===== src/rtl/vmc_pkg.sv =====
/*
 * package for the vector-magnitude change detector: register indexes,
 * field positions, reset values and widths.
 * assumes a 32-bit classic wishbone slave with one 8-bit register per word.
 */
`default_nettype none
package vmc_pkg;
   // =========================================================
   // widths
   localparam int unsigned VMC_SMP_W  = 14;
   localparam int unsigned VMC_THR_W  = 13;
   localparam int unsigned VMC_CNT_W  = 8;
   localparam int unsigned VMC_SQ_W   = 30;
   localparam int unsigned VMC_IDX_W  = 8;
   localparam int unsigned VMC_AXES   = 3;

   // =========================================================
   // register indexes, byte address is four times the index
   localparam logic [7:0] VMC_IDX_THR_HI   = 8'h60;
   localparam logic [7:0] VMC_IDX_THR_LO   = 8'h61;
   localparam logic [7:0] VMC_IDX_DBN_CNT  = 8'h62;
   localparam logic [7:0] VMC_IDX_REFX_HI  = 8'h63;
   localparam logic [7:0] VMC_IDX_REFX_LO  = 8'h64;
   localparam logic [7:0] VMC_IDX_REFY_HI  = 8'h65;
   localparam logic [7:0] VMC_IDX_REFY_LO  = 8'h66;
   localparam logic [7:0] VMC_IDX_REFZ_HI  = 8'h67;
   localparam logic [7:0] VMC_IDX_REFZ_LO  = 8'h68;
   localparam logic [7:0] VMC_IDX_STATUS   = 8'h69;
   localparam logic [7:0] VMC_IDX_MASK     = 8'h6a;
   localparam logic [7:0] VMC_IDX_LIVE     = 8'h6b;
   localparam logic [7:0] VMC_IDX_CTRL     = 8'h6c;
   localparam logic [7:0] VMC_IDX_DBN_VAL  = 8'h6d;

   // =========================================================
   // field positions
   localparam int unsigned VMC_DBCLR_BIT   = 7;
   localparam int unsigned VMC_THR_HI_W    = 5;
   localparam int unsigned VMC_REF_HI_W    = 6;
   localparam int unsigned VMC_CTRL_EN     = 0;
   localparam int unsigned VMC_CTRL_REFSRC = 1;
   localparam int unsigned VMC_CTRL_HOLD   = 2;
   localparam int unsigned VMC_CTRL_W      = 3;

   // =========================================================
   // reset values
   localparam logic [7:0] VMC_RST_THR_HI  = 8'h00;
   localparam logic [7:0] VMC_RST_THR_LO  = 8'h00;
   localparam logic [7:0] VMC_RST_DBN     = 8'h00;
   localparam logic [5:0] VMC_RST_REF_HI  = 6'h00;
   localparam logic [7:0] VMC_RST_REF_LO  = 8'h00;
   localparam logic [2:0] VMC_RST_CTRL    = 3'h0;
endpackage
`default_nettype wire


===== src/rtl/vmc_mag_if.sv =====
/*
 * interface carrying the per-axis differences and threshold to the
 * magnitude comparator and its one-cycle-late verdict back.
 * assumes both ends run on the same clock.
 */
`timescale 1ns/1ps
`default_nettype none
interface vmc_mag_if;
   import vmc_pkg::*;
   logic signed [VMC_SMP_W:0]   diff [0:VMC_AXES-1];
   logic        [VMC_THR_W-1:0] thr;
   logic                        strobe;
   logic                        above;
   logic                        done;

   modport src  (output diff, output thr, output strobe, input above, input done);
   modport calc (input diff, input thr, input strobe, output above, output done);
endinterface
`default_nettype wire


===== src/rtl/vmc_mag_cmp.sv =====
/*
 * squared euclidean magnitude of the reference differences against the
 * squared threshold; result is registered one cycle after the strobe.
 * assumes differences fit 15 bits signed (14-bit sample minus 14-bit ref).
 */
`timescale 1ns/1ps
`default_nettype none
module vmc_mag_cmp
   import vmc_pkg::*;
(
   // clock and reset
   input  wire logic i_ref_clk,
   input  wire logic i_rst_n,
   // comparator side
   vmc_mag_if.calc   mag
);
   logic [VMC_SMP_W-1:0] abs_v [0:VMC_AXES-1];
   logic [VMC_SQ_W-1:0]  sum_sq;
   logic [VMC_SQ_W-1:0]  thr_sq;
   logic                 above_reg;
   logic                 above_next;
   logic                 done_reg;
   logic                 done_next;

   genvar g;
   generate
      for (g = 0; g < VMC_AXES; g++)
      begin : g_abs
         assign abs_v[g] = mag.diff[g][VMC_SMP_W] ? VMC_SMP_W'(-mag.diff[g]) : mag.diff[g][VMC_SMP_W-1:0];
      end
   endgenerate

   always_comb
   begin
      // widen before the product so the squares keep every bit
      sum_sq     = VMC_SQ_W'(abs_v[0]) * VMC_SQ_W'(abs_v[0]) + VMC_SQ_W'(abs_v[1]) * VMC_SQ_W'(abs_v[1])
                 + VMC_SQ_W'(abs_v[2]) * VMC_SQ_W'(abs_v[2]);
      thr_sq     = VMC_SQ_W'(mag.thr) * VMC_SQ_W'(mag.thr);
      // sqrt(sum) > thr is the same as sum > thr squared
      above_next = mag.strobe ? (sum_sq > thr_sq) : above_reg;
      done_next  = mag.strobe;
   end

   always_ff @(posedge i_ref_clk)
   begin
      if (!i_rst_n)
      begin
         above_reg <= 1'b0;
         done_reg  <= 1'b0;
      end
      else
      begin
         above_reg <= above_next;
         done_reg  <= done_next;
      end
   end

   assign mag.above = above_reg;
   assign mag.done  = done_reg;
endmodule
`default_nettype wire


===== src/rtl/vmc_debounce.sv =====
/*
 * debounce counter and live change flag, stepped once per sample.
 * assumes i_tick is a one-cycle pulse per judged sample, same clock.
 */
`timescale 1ns/1ps
`default_nettype none
module vmc_debounce
   import vmc_pkg::*;
#(
   parameter int unsigned CNT_W = VMC_CNT_W
)
(
   // clock and reset
   input  wire logic             i_ref_clk,
   input  wire logic             i_rst_n,
   // control
   input  wire logic             i_enable,
   input  wire logic             i_clr_mode,
   input  wire logic [CNT_W-1:0] i_limit,
   // per-sample verdict
   input  wire logic             i_tick,
   input  wire logic             i_above,
   // state
   output logic      [CNT_W-1:0] o_count,
   output logic                  o_flag
);
   logic [CNT_W-1:0] cnt_reg;
   logic [CNT_W-1:0] cnt_next;
   logic             flag_reg;
   logic             flag_next;

   always_comb
   begin
      cnt_next  = cnt_reg;
      flag_next = flag_reg;
      if (!i_enable)
      begin
         cnt_next  = '0;
         flag_next = 1'b0;
      end
      else if (i_tick)
      begin
         if (i_above)
         begin
            // flag once above for longer than the programmed count
            flag_next = (cnt_reg >= i_limit);
            if (cnt_reg < i_limit)
               cnt_next = cnt_reg + CNT_W'(1);
            else
               cnt_next = i_limit;
         end
         else
         begin
            flag_next = 1'b0;
            if (i_clr_mode)
               cnt_next = '0;
            else if (cnt_reg != '0)
               cnt_next = cnt_reg - CNT_W'(1);
         end
      end
   end

   always_ff @(posedge i_ref_clk)
   begin
      if (!i_rst_n)
      begin
         cnt_reg  <= '0;
         flag_reg <= 1'b0;
      end
      else
      begin
         cnt_reg  <= cnt_next;
         flag_reg <= flag_next;
      end
   end

   assign o_count = cnt_reg;
   assign o_flag  = flag_reg;
endmodule
`default_nettype wire


===== src/rtl/vmc_top.sv =====
/*
 * vector-magnitude change detector: wishbone register file, reference
 * handling, magnitude comparator and debounce, sticky event and interrupt.
 * assumes samples and their valid pulse come from logic on i_ref_clk,
 * one valid pulse per output-data-rate interval, already at the selected
 * full-scale range.
 */
// The Wishbone slave port was decided locally.
// Functional notes
// with the clear-mode bit at 0, a sample below threshold steps the debounce counter down by one.
// with the clear-mode bit at 1, a sample below threshold clears the debounce counter at once.
// the threshold is 13 bits unsigned, top five bits at 0x60 under the clear-mode bit, low eight at 0x61.
// one threshold count equals one sample count at the current full-scale range.
// the debounce period is the 8-bit count at 0x62 times one sample interval.
// the X initial reference is 14 bits signed, six at 0x63 and eight at 0x64, used when the source bit is set.
// the Y initial reference is 14 bits signed, six at 0x65 and eight at 0x66, used when the source bit is set.
// the Z initial reference is 14 bits signed, six at 0x67 and eight at 0x68, used when the source bit is set.
// initial references are in the same units as the samples.
// the change flag rises when the difference magnitude stays above threshold longer than the count.
// on enable, references load from the initial registers with the source bit at 1, else from current samples.
// with source and hold bits both set, host writes to the initial registers act as live references.
// the debounce counter climbs by one per sample above threshold and saturates at the count.
`timescale 1ns/1ps
`default_nettype none
module vmc_top
   import vmc_pkg::*;
#(
   parameter int unsigned ADR_W = 10
)
(
   // clock and reset
   input  wire logic                 i_ref_clk,
   input  wire logic                 i_rst_n,
   // wishbone slave
   input  wire logic                 i_wb_cyc,
   input  wire logic                 i_wb_stb,
   input  wire logic                 i_wb_we,
   input  wire logic [ADR_W-1:0]     i_wb_adr,
   input  wire logic [3:0]           i_wb_sel,
   input  wire logic [31:0]          i_wb_dat,
   output logic      [31:0]          o_wb_dat,
   output logic                      o_wb_ack,
   // acceleration samples
   input  wire logic                 i_sample_valid,
   input  wire logic [VMC_SMP_W-1:0] i_sample_x,
   input  wire logic [VMC_SMP_W-1:0] i_sample_y,
   input  wire logic [VMC_SMP_W-1:0] i_sample_z,
   // event outputs
   output logic                      o_change_flag,
   output logic                      o_irq
);
   // =========================================================
   // declarations
   vmc_mag_if mag ();

   logic [7:0]           thr_hi_reg,  thr_hi_next;
   logic [7:0]           thr_lo_reg,  thr_lo_next;
   logic [7:0]           dbn_reg,     dbn_next;
   logic [5:0]           ini_hi_reg   [0:VMC_AXES-1];
   logic [5:0]           ini_hi_next  [0:VMC_AXES-1];
   logic [7:0]           ini_lo_reg   [0:VMC_AXES-1];
   logic [7:0]           ini_lo_next  [0:VMC_AXES-1];
   logic [VMC_SMP_W-1:0] ref_reg      [0:VMC_AXES-1];
   logic [VMC_SMP_W-1:0] ref_next     [0:VMC_AXES-1];
   logic [VMC_SMP_W-1:0] last_reg     [0:VMC_AXES-1];
   logic [VMC_SMP_W-1:0] last_next    [0:VMC_AXES-1];
   logic [VMC_SMP_W-1:0] smp          [0:VMC_AXES-1];
   logic [VMC_SMP_W-1:0] ini_val      [0:VMC_AXES-1];
   logic [VMC_CTRL_W-1:0] ctrl_reg,   ctrl_next;
   logic                 status_reg,  status_next;
   logic                 mask_reg,    mask_next;
   logic                 irq_reg,     irq_next;
   logic                 ack_reg,     ack_next;
   logic [31:0]          dat_reg,     dat_next;
   logic                 en_d_reg,    en_d_next;
   logic                 flag_d_reg,  flag_d_next;
   logic [VMC_IDX_W-1:0] idx;
   logic                 req;
   logic                 wr;
   logic [7:0]           wd;
   logic                 flag;
   logic [VMC_CNT_W-1:0] dbn_val;
   logic                 en;
   logic                 en_rise;
   logic                 ev_rise;
   logic                 live_ref;

   assign smp[0] = i_sample_x;
   assign smp[1] = i_sample_y;
   assign smp[2] = i_sample_z;

   assign idx = i_wb_adr[VMC_IDX_W+1:2];
   assign req = i_wb_cyc && i_wb_stb && !ack_reg;
   assign wr  = req && i_wb_we && i_wb_sel[0];
   assign wd  = i_wb_dat[7:0];

   assign en       = ctrl_reg[VMC_CTRL_EN];
   assign en_rise  = en && !en_d_reg;
   assign ev_rise  = flag && !flag_d_reg;
   assign live_ref = ctrl_reg[VMC_CTRL_REFSRC] && ctrl_reg[VMC_CTRL_HOLD];

   // =========================================================
   // initial reference assembly, signed 14 bits per axis
   genvar g;
   generate
      for (g = 0; g < VMC_AXES; g++)
      begin : g_axis
         assign ini_val[g]  = {ini_hi_reg[g], ini_lo_reg[g]};
         // same units as the samples, so no rescale is applied
         assign mag.diff[g] = $signed({smp[g][VMC_SMP_W-1], smp[g]})
                            - $signed({ref_reg[g][VMC_SMP_W-1], ref_reg[g]});
      end
   endgenerate

   // threshold compared in sample counts at the current range
   assign mag.thr    = {thr_hi_reg[VMC_THR_HI_W-1:0], thr_lo_reg};
   assign mag.strobe = i_sample_valid && en && !en_rise;

   // =========================================================
   // magnitude and debounce
   vmc_mag_cmp u_mag (
      .i_ref_clk (i_ref_clk),
      .i_rst_n   (i_rst_n),
      .mag       (mag)
   );

   vmc_debounce #(
      .CNT_W (VMC_CNT_W)
   ) u_dbn (
      .i_ref_clk  (i_ref_clk),
      .i_rst_n    (i_rst_n),
      .i_enable   (en),
      .i_clr_mode (thr_hi_reg[VMC_DBCLR_BIT]),
      .i_limit    (dbn_reg),
      .i_tick     (mag.done),
      .i_above    (mag.above),
      .o_count    (dbn_val),
      .o_flag     (flag)
   );

   // =========================================================
   // register writes
   always_comb
   begin
      thr_hi_next = thr_hi_reg;
      thr_lo_next = thr_lo_reg;
      dbn_next    = dbn_reg;
      ctrl_next   = ctrl_reg;
      mask_next   = mask_reg;
      for (int i = 0; i < VMC_AXES; i++)
      begin
         ini_hi_next[i] = ini_hi_reg[i];
         ini_lo_next[i] = ini_lo_reg[i];
      end
      if (wr)
      begin
         if (idx == VMC_IDX_THR_HI)
            thr_hi_next = wd & 8'h9f;
         else if (idx == VMC_IDX_THR_LO)
            thr_lo_next = wd;
         else if (idx == VMC_IDX_DBN_CNT)
            dbn_next = wd;
         else if (idx == VMC_IDX_REFX_HI)
            ini_hi_next[0] = wd[5:0];
         else if (idx == VMC_IDX_REFX_LO)
            ini_lo_next[0] = wd;
         else if (idx == VMC_IDX_REFY_HI)
            ini_hi_next[1] = wd[5:0];
         else if (idx == VMC_IDX_REFY_LO)
            ini_lo_next[1] = wd;
         else if (idx == VMC_IDX_REFZ_HI)
            ini_hi_next[2] = wd[5:0];
         else if (idx == VMC_IDX_REFZ_LO)
            ini_lo_next[2] = wd;
         else if (idx == VMC_IDX_MASK)
            mask_next = wd[0];
         else if (idx == VMC_IDX_CTRL)
            ctrl_next = wd[VMC_CTRL_W-1:0];
      end
   end

   // =========================================================
   // references, sticky status, interrupt
   always_comb
   begin
      en_d_next   = en;
      flag_d_next = flag;
      for (int i = 0; i < VMC_AXES; i++)
      begin
         last_next[i] = i_sample_valid ? smp[i] : last_reg[i];
         ref_next[i]  = ref_reg[i];
         if (live_ref)
            ref_next[i] = ini_val[i];
         else if (en_rise)
            ref_next[i] = ctrl_reg[VMC_CTRL_REFSRC] ? ini_val[i] : last_reg[i];
         else if (ev_rise && !ctrl_reg[VMC_CTRL_HOLD])
            ref_next[i] = last_reg[i];
      end
      // set wins over a write-one-to-clear in the same cycle
      status_next = status_reg;
      if (wr && idx == VMC_IDX_STATUS && wd[0])
         status_next = 1'b0;
      if (ev_rise)
         status_next = 1'b1;
      irq_next = status_next && mask_next;
   end

   // =========================================================
   // bus answer, one cycle after the request, unmapped reads zero
   always_comb
   begin
      ack_next = req;
      dat_next = 32'h0000_0000;
      if (req && !i_wb_we)
      begin
         if (idx == VMC_IDX_THR_HI)
            dat_next[7:0] = thr_hi_reg;
         else if (idx == VMC_IDX_THR_LO)
            dat_next[7:0] = thr_lo_reg;
         else if (idx == VMC_IDX_DBN_CNT)
            dat_next[7:0] = dbn_reg;
         else if (idx == VMC_IDX_REFX_HI)
            dat_next[5:0] = ini_hi_reg[0];
         else if (idx == VMC_IDX_REFX_LO)
            dat_next[7:0] = ini_lo_reg[0];
         else if (idx == VMC_IDX_REFY_HI)
            dat_next[5:0] = ini_hi_reg[1];
         else if (idx == VMC_IDX_REFY_LO)
            dat_next[7:0] = ini_lo_reg[1];
         else if (idx == VMC_IDX_REFZ_HI)
            dat_next[5:0] = ini_hi_reg[2];
         else if (idx == VMC_IDX_REFZ_LO)
            dat_next[7:0] = ini_lo_reg[2];
         else if (idx == VMC_IDX_STATUS)
            dat_next[0] = status_reg;
         else if (idx == VMC_IDX_MASK)
            dat_next[0] = mask_reg;
         else if (idx == VMC_IDX_LIVE)
            dat_next[0] = flag;
         else if (idx == VMC_IDX_CTRL)
            dat_next[VMC_CTRL_W-1:0] = ctrl_reg;
         else if (idx == VMC_IDX_DBN_VAL)
            dat_next[7:0] = dbn_val;
      end
   end

   // =========================================================
   // state registers
   always_ff @(posedge i_ref_clk)
   begin
      if (!i_rst_n)
      begin
         thr_hi_reg <= VMC_RST_THR_HI;
         thr_lo_reg <= VMC_RST_THR_LO;
         dbn_reg    <= VMC_RST_DBN;
         ctrl_reg   <= VMC_RST_CTRL;
         mask_reg   <= 1'b0;
         status_reg <= 1'b0;
         irq_reg    <= 1'b0;
         ack_reg    <= 1'b0;
         dat_reg    <= 32'h0000_0000;
         en_d_reg   <= 1'b0;
         flag_d_reg <= 1'b0;
         for (int i = 0; i < VMC_AXES; i++)
         begin
            ini_hi_reg[i] <= VMC_RST_REF_HI;
            ini_lo_reg[i] <= VMC_RST_REF_LO;
            ref_reg[i]    <= '0;
            last_reg[i]   <= '0;
         end
      end
      else
      begin
         thr_hi_reg <= thr_hi_next;
         thr_lo_reg <= thr_lo_next;
         dbn_reg    <= dbn_next;
         ctrl_reg   <= ctrl_next;
         mask_reg   <= mask_next;
         status_reg <= status_next;
         irq_reg    <= irq_next;
         ack_reg    <= ack_next;
         dat_reg    <= dat_next;
         en_d_reg   <= en_d_next;
         flag_d_reg <= flag_d_next;
         for (int i = 0; i < VMC_AXES; i++)
         begin
            ini_hi_reg[i] <= ini_hi_next[i];
            ini_lo_reg[i] <= ini_lo_next[i];
            ref_reg[i]    <= ref_next[i];
            last_reg[i]   <= last_next[i];
         end
      end
   end

   assign o_wb_ack      = ack_reg;
   assign o_wb_dat      = dat_reg;
   assign o_irq         = irq_reg;
   assign o_change_flag = flag;
endmodule
`default_nettype wire


===== config.mk =====
export PLATFORM = sky130hd
export DESIGN_NAME = vmc_top
export DESIGN_NICKNAME = d
export VERILOG_FILES = /design/src/rtl/vmc_pkg.sv /design/src/rtl/vmc_mag_if.sv /design/src/rtl/vmc_mag_cmp.sv /design/src/rtl/vmc_debounce.sv /design/src/rtl/vmc_top.sv
export SDC_FILE = /design/constraint.sdc
export NUM_CORES = 2
export LEC_CHECK = 0
export BUFFER_PORTS_ARGS = -buffer_cell sky130_fd_sc_hd__buf_2
export CORE_ASPECT_RATIO = 2
export CORE_MARGIN = 10
export CORE_UTILIZATION = 55
export CTS_CLUSTER_SIZE = 40
export DETAILED_ROUTE_END_ITERATION = 16
export PLACE_DENSITY = 0.72
export SYNTH_ARGS = -nofsm -noshare
export SYNTH_HDL_FRONTEND = slang
export SYNTH_HIERARCHICAL = 1
export SYNTH_SLANG_ARGS = --single-unit

===== constraint.sdc =====
create_clock -name i_ref_clk -period 12.4 [get_ports i_ref_clk]
set_input_delay 0.62 -clock i_ref_clk [delete_from_list [all_inputs] [get_ports i_ref_clk]]
set_output_delay 0.62 -clock i_ref_clk [all_outputs]
set_load 0.01 [all_outputs]

* After elaboration in Yosys (flattened, before gate mapping)
Memory sizes are Yosys's and may differ from the RTL's.
Index checks and enable logic that the tools add are counted.
** Operators by class
- Shift operators :: 0
- Multiplexer cells :: 121
- Eq/ne operators :: 14
- Bitwise operators :: 22
- Reduce and logical (&&, ||, !) cells :: 29
- $lt $le $gt $ge :: 3
- Div/mod/pow operators :: 0
- Add/subtract/negate cells :: 10
- $mul :: 4
** Operators with widths (number)
- 14-bit 2-to-1 mux :: 24
- 8-bit 2-to-1 mux :: 33
- 24-bit 2-to-1 mux :: 5
- 8-bit by 7-bit == test with 1-bit output (second input constant) :: 14
- 14-bit by 14-bit multiplier with 28-bit output :: 3
- 18-bit 2-to-1 mux :: 4
- 6-bit 2-to-1 mux :: 11
- 14-bit by 14-bit subtractor with 15-bit output :: 3
- 3-bit 2-to-1 mux :: 14
- 14-bit negation :: 3
- 16-bit 2-to-1 mux :: 2
- 30-bit by 28-bit adder with 30-bit output :: 1
- 30-bit by 26-bit > comparator with 1-bit output :: 1
- 28-bit by 28-bit adder with 29-bit output :: 1
- 13-bit by 13-bit multiplier with 26-bit output :: 1
- 12-bit 2-to-1 mux :: 2
- 7-bit 2-to-1 mux :: 3
- 1-bit 2-to-1 mux :: 19
- 1-bit logical AND :: 14
- 1-bit OR :: 12
- 12-bit AND reduction :: 1
- 1-bit NOT :: 10
- 8-bit by 1-bit adder with 8-bit output (second input constant) :: 1
- 8-bit greater-or-equal comparator :: 1
- 10 further kinds :: 20
** Word-level totals
- Word-level logic and storage cells :: 223
- RAM bits :: 126
- Bits in read-only memories :: 0
- Memories kept :: 4
- Bits in latches :: 0
- Register bits :: 74
- Output and inout bits :: 35
** Memories
- last_reg :: words 3, bits a word 14, rd ports 3, clocked after Yosys merged registers in 0, wr ports 3, RTL line vmc_top.sv:65 : logic [VMC_SMP_W-1:0] last_reg [0:VMC_AXES-1];
- ref_reg :: words 3, bits a word 14, rd ports 3, clocked after Yosys merged registers in 0, wr ports 3, RTL line vmc_top.sv:63 : logic [VMC_SMP_W-1:0] ref_reg [0:VMC_AXES-1];
- ini_lo_reg :: words 3, bits a word 8, rd ports 3, clocked after Yosys merged registers in 0, wr ports 3, RTL line vmc_top.sv:61 : logic [7:0] ini_lo_reg [0:VMC_AXES-1];
- ini_hi_reg :: words 3, bits a word 6, rd ports 3, clocked after Yosys merged registers in 0, wr ports 3, RTL line vmc_top.sv:59 : logic [5:0] ini_hi_reg [0:VMC_AXES-1];

* Logic depth before layout (Yosys ltp)
- Depth in word-level cells :: 42
- Mapped depth :: 50
- Mapped depth without buffers :: 49

* By module
The synthesis kept the hierarchy.
** Modules (own cells, without submodules)
- vmc_mag_cmp :: sequential area each 40.0 um^2, area an instance 22472.8 um^2, cells each 2483, times used 1
- vmc_top :: sequential area each 3303.2 um^2, area an instance 9557.9 um^2, cells each 1032, times used 1
- vmc_debounce :: sequential area each 180.2 um^2, area an instance 1088.5 um^2, cells each 132, times used 1

* Worst setup path before layout
Ideal clock, no wire load.
- Kind :: input to register
- Start :: in i_sample_x[0]
- End :: reg u_mag.above_reg (netlist: u_mag/mag.above)
- Stages :: 44
- Buffers on the path :: 1
- Setup slack :: 1.679 ns
- Arrival time :: 10.592 ns
- Path through :: inv_1 -> ha_1 -> fa_1 -> nor2b_1 -> o2111ai_1 -> a21boi_0 -> nor2_1 -> or4_4 -> or3_4 -> o31a_1 -> xnor2_4 -> buf_2 -> nand2b_1 -> fa_1 -> inv_1 -> fa_1 -> fa_1 -> fa_1 -> (+8 left out) -> ha_1 -> a211oi_1 -> nor2_1 -> a311oi_1 -> o211a_1 -> o21ai_2 -> a31o_2 -> a21oi_1 -> xnor2_1 -> ha_1 -> a21oi_1 -> nor2b_1 -> o21ai_0 -> nand3b_1 -> a31oi_1 -> o21ai_0 -> a211oi_1 -> a31oi_1
** RTL lines
- from (decl) :: RTL line vmc_top.sv:45 : input wire logic [VMC_SMP_W-1:0] i_sample_x,
- to (signal assigned) :: RTL line vmc_mag_cmp.sv:53 : above_reg <= above_next;
- to (decl) :: RTL line vmc_mag_cmp.sv:20 : logic above_reg;

==> results.yml <==
sta:
  rsz0062_at_grt: "false"
  fin_crit_ps: 11790
  setup_violations: 0
  finalCritPeriodShare_pct: 95.07
  worst_slew_pin_slew_ps: 936.8
  slew_viol_final: 0
  skew_ps: 8.349
  tns_ps: 0
  fmax_mhz: 84.82
  max-slew-margin-rel_pct: 37.55
  hold_slack_ps: 468.5
  hold_viol: 0
synthesis:
  syn_avg_cell_area_sq_um: 9.081
  ys_ff_latch: 176
  yosysWarnings: 6
  synth_cell_type_count: 106
  syn_inst: 3647
  synth_ff_type: "dfxtp_1"
  synthArstFlopShare_pct: 0
  syn-cell-area_sq_um: 33120
  ys_seq_area_share_pct: 10.64
  synth-edff-count: 0
clock_network:
  path_clk_slew_ps: 70
  cts_root_buf: "clkbuf_16"
  cts_sinks: 176
  htree_levels: 4
  clkLatencyLatePin_ps: 440
  clock_path_buffers: 2
  holdBufCountCts: 0
  cts_buffers: 17
  postCtsSetupBuffers: 0
  ctsResizeCount: 0
  cts_tree: "yes"
min_path:
  hold_class: "in2reg"
worst_setup_path:
  path_class: "in2reg"
  cpMostUsedCell: "fa_1"
  cpMaxStageDelayCell: "fa_1"
  worstSetupStartpointType: "primary input"
  worst_setup_path_end_kind: "flop"
  crit_fanout: 9
  cp.required_ps: 12720
  critical_path_arrival_ps: 12110
  cpPeakStageDelay_ps: 600
grt:
  grt_pass1_wl_mm: 149.1
  antenna_found_initial: 5
  grt_usage_pct: 26.87
  grt_pass1_vias: 27930
  grt_max_degree: 97
  grt-ovfl-total: 0
drt:
  ant_nets: 0
  via_count: 25020
  wl_mm: 94.70
  wl_per_cell_um: 20.86
  drc: 0
  vias_per_cell: 5.512
  dr.first_iter.drc_count: 1240
  firstDrtPassIters: 5
placed_design:
  routabilityCongestion: 0.9835
  place_inst: 4506
  hpwl_mm: 81.64
  portBuffers: 75
  dpl_cell_area_sq_um: 34780
die:
  io_pins: 129
  die_y_um: 367.0
  coreArea_sq_um: 59750
  dieArea_sq_um: 71030
  rows: 127
  initial_core_util_pct: 55.43
  die_w_um: 193.5
layout:
  fillers: 5397
  area_growth_pct: 7.091
  drive_gt1_share_pct: 7.651
  final_cells: 4540
  final_cell_area_sq_um: 35470
  layout.nets: 4747
flow_run:
  maxCapViolCount: 0
run_status:
  status: "completed"
-- metal layers --
metal / global-route usage [%] / vias to the layer above / share of wire (%)
li1: - / 11500 / -
met1: 24.43 / 12390 / 31
met2: 51.31 / 751 / 55
met3: 3.020 / 368 / 3.5
met4: 23.41 / 6 / 10
met5: 0 / - / 0.049
-- Yosys cell counts, types with 5 or more instances --
cell type,n,area share [%]
nor2_1,262,3.0
or3_1,8,0.15
a31o_2,6,0.16
a21oi_1,77,1.2
ha_1,343,13
a21o_1,39,0.88
mux2i_1,174,5.3
xnor2_1,82,2.2
o31ai_1,8,0.18
o22ai_1,9,0.17
nor2b_1,129,2.4
xor2_1,57,1.5
o211ai_1,7,0.16
buf_4,27,0.61
nand3_1,36,0.54
o211a_1,47,1.4
mux2_2,5,0.17
o21a_1,22,0.50
nor3_1,23,0.35
buf_1,7,0.079
a31oi_1,13,0.25
and2_1,59,1.1
o21ai_0,73,1.1
inv_2,7,0.079
clkbuf_1,64,0.73
a22oi_1,7,0.16
a211oi_1,11,0.25
and3_1,9,0.17
o31a_1,7,0.19
a221oi_1,6,0.16
fa_1,559,34
nand4_1,10,0.19
o21ai_1,9,0.14
clkinv_1,8,0.091
inv_1,843,9.6
or2_2,5,0.094
o21bai_1,6,0.14
buf_2,20,0.30
dfxtp_1,176,11
nand2b_1,25,0.47
nand2_1,247,2.8
-- logic make-up (layout without fill, tap and decap cells) --
family | after synthesis | count (layout) | synth area share (%)
AOI/OAI and AO/OA | 396 | 396 | 8.549
buffers and inverters | 980 | 1073 | 11.56
and+or+nand+nor | 866 | 866 | 12.89
xor gates and xnor gates | 144 | 144 | 4.023
muxes | 181 | 181 | 5.565
DFF | 176 | 176 | 10.64
adders and majority gates | 902 | 902 | 46.75
other | 2 | 28 | 0.02268
-- final timing paths --
kind	startpoint	to	slack (ps)	cells past startpoint
worst max register to register	ref_reg[0][16]$_SDFFE_PN0P_	u_mag/mag.above$_SDFFE_PN0P_	650	43
worst max-delay path	i_sample_x[0]	u_mag/mag.above$_SDFFE_PN0P_	610	44
worst min-delay path	i_sample_y[2]	last_reg[0][16]$_SDFFE_PN0P_	470	3
worst min register to register	ref_reg[0][10]$_SDFFE_PN0P_	ref_reg[0][10]$_SDFFE_PN0P_	500	1
-- through the flow --
step / utilization (%) / setup slack (ps)
2_1_floorplan: - / 1679
3_3_place_gp: 58.20 / 346.5
3_5_place_dp: 58.20 / 244.5
4_1_cts: 59.34 / 682.8
5_1_grt: 59.36 / 49.88
6_report: 59.36 / 610.8
-- layout by cell type (no fill, tap or decap), types with 17 or more instances in the layout --
cell,instances
nand2_1,247
and2_1,59
xnor2_1,81
nand2b_1,25
mux2i_1,174
o211a_1,47
clkbuf_16,17
o21a_1,22
a21oi_1,77
buf_4,108
inv_1,843
nor3_1,23
fa_1,559
nor2_1,262
a21o_1,39
nand3_1,36
nor2b_1,129
o21ai_0,72
conb_1,26
buf_2,74
ha_1,343
dfxtp_1,176
xor2_1,56
-- area by class of cell --
cell class / instances / area (sq um) / share of cell area [%]
diodes: 2 / 5.005 / 0.01411
flip-flops and latches: 176 / 3523 / 9.934
clock buffers: 18 / 429.2 / 1.210
repair buffers: 182 / 1181 / 3.330
inverters: 859 / 3227 / 9.098
multi-input cells: 2515 / 25880 / 72.98
clock inverters: 14 / 250.2 / 0.7055
well taps: 774 / 968.4 / 2.730
-- critical path: cells and delay by family --
kind / cells / cell delay [ps]
xor gates and xnor gates: 2 / 660
buffers and inverters: 8 / 660
adders and majority gates: 12 / 5570
AOI/OAI and AO/OA: 14 / 2820
and+or+nand+nor: 8 / 1760
Power is not shown: default switching activity piles up to over one toggle a cycle in this logic, so the estimate is an artifact.
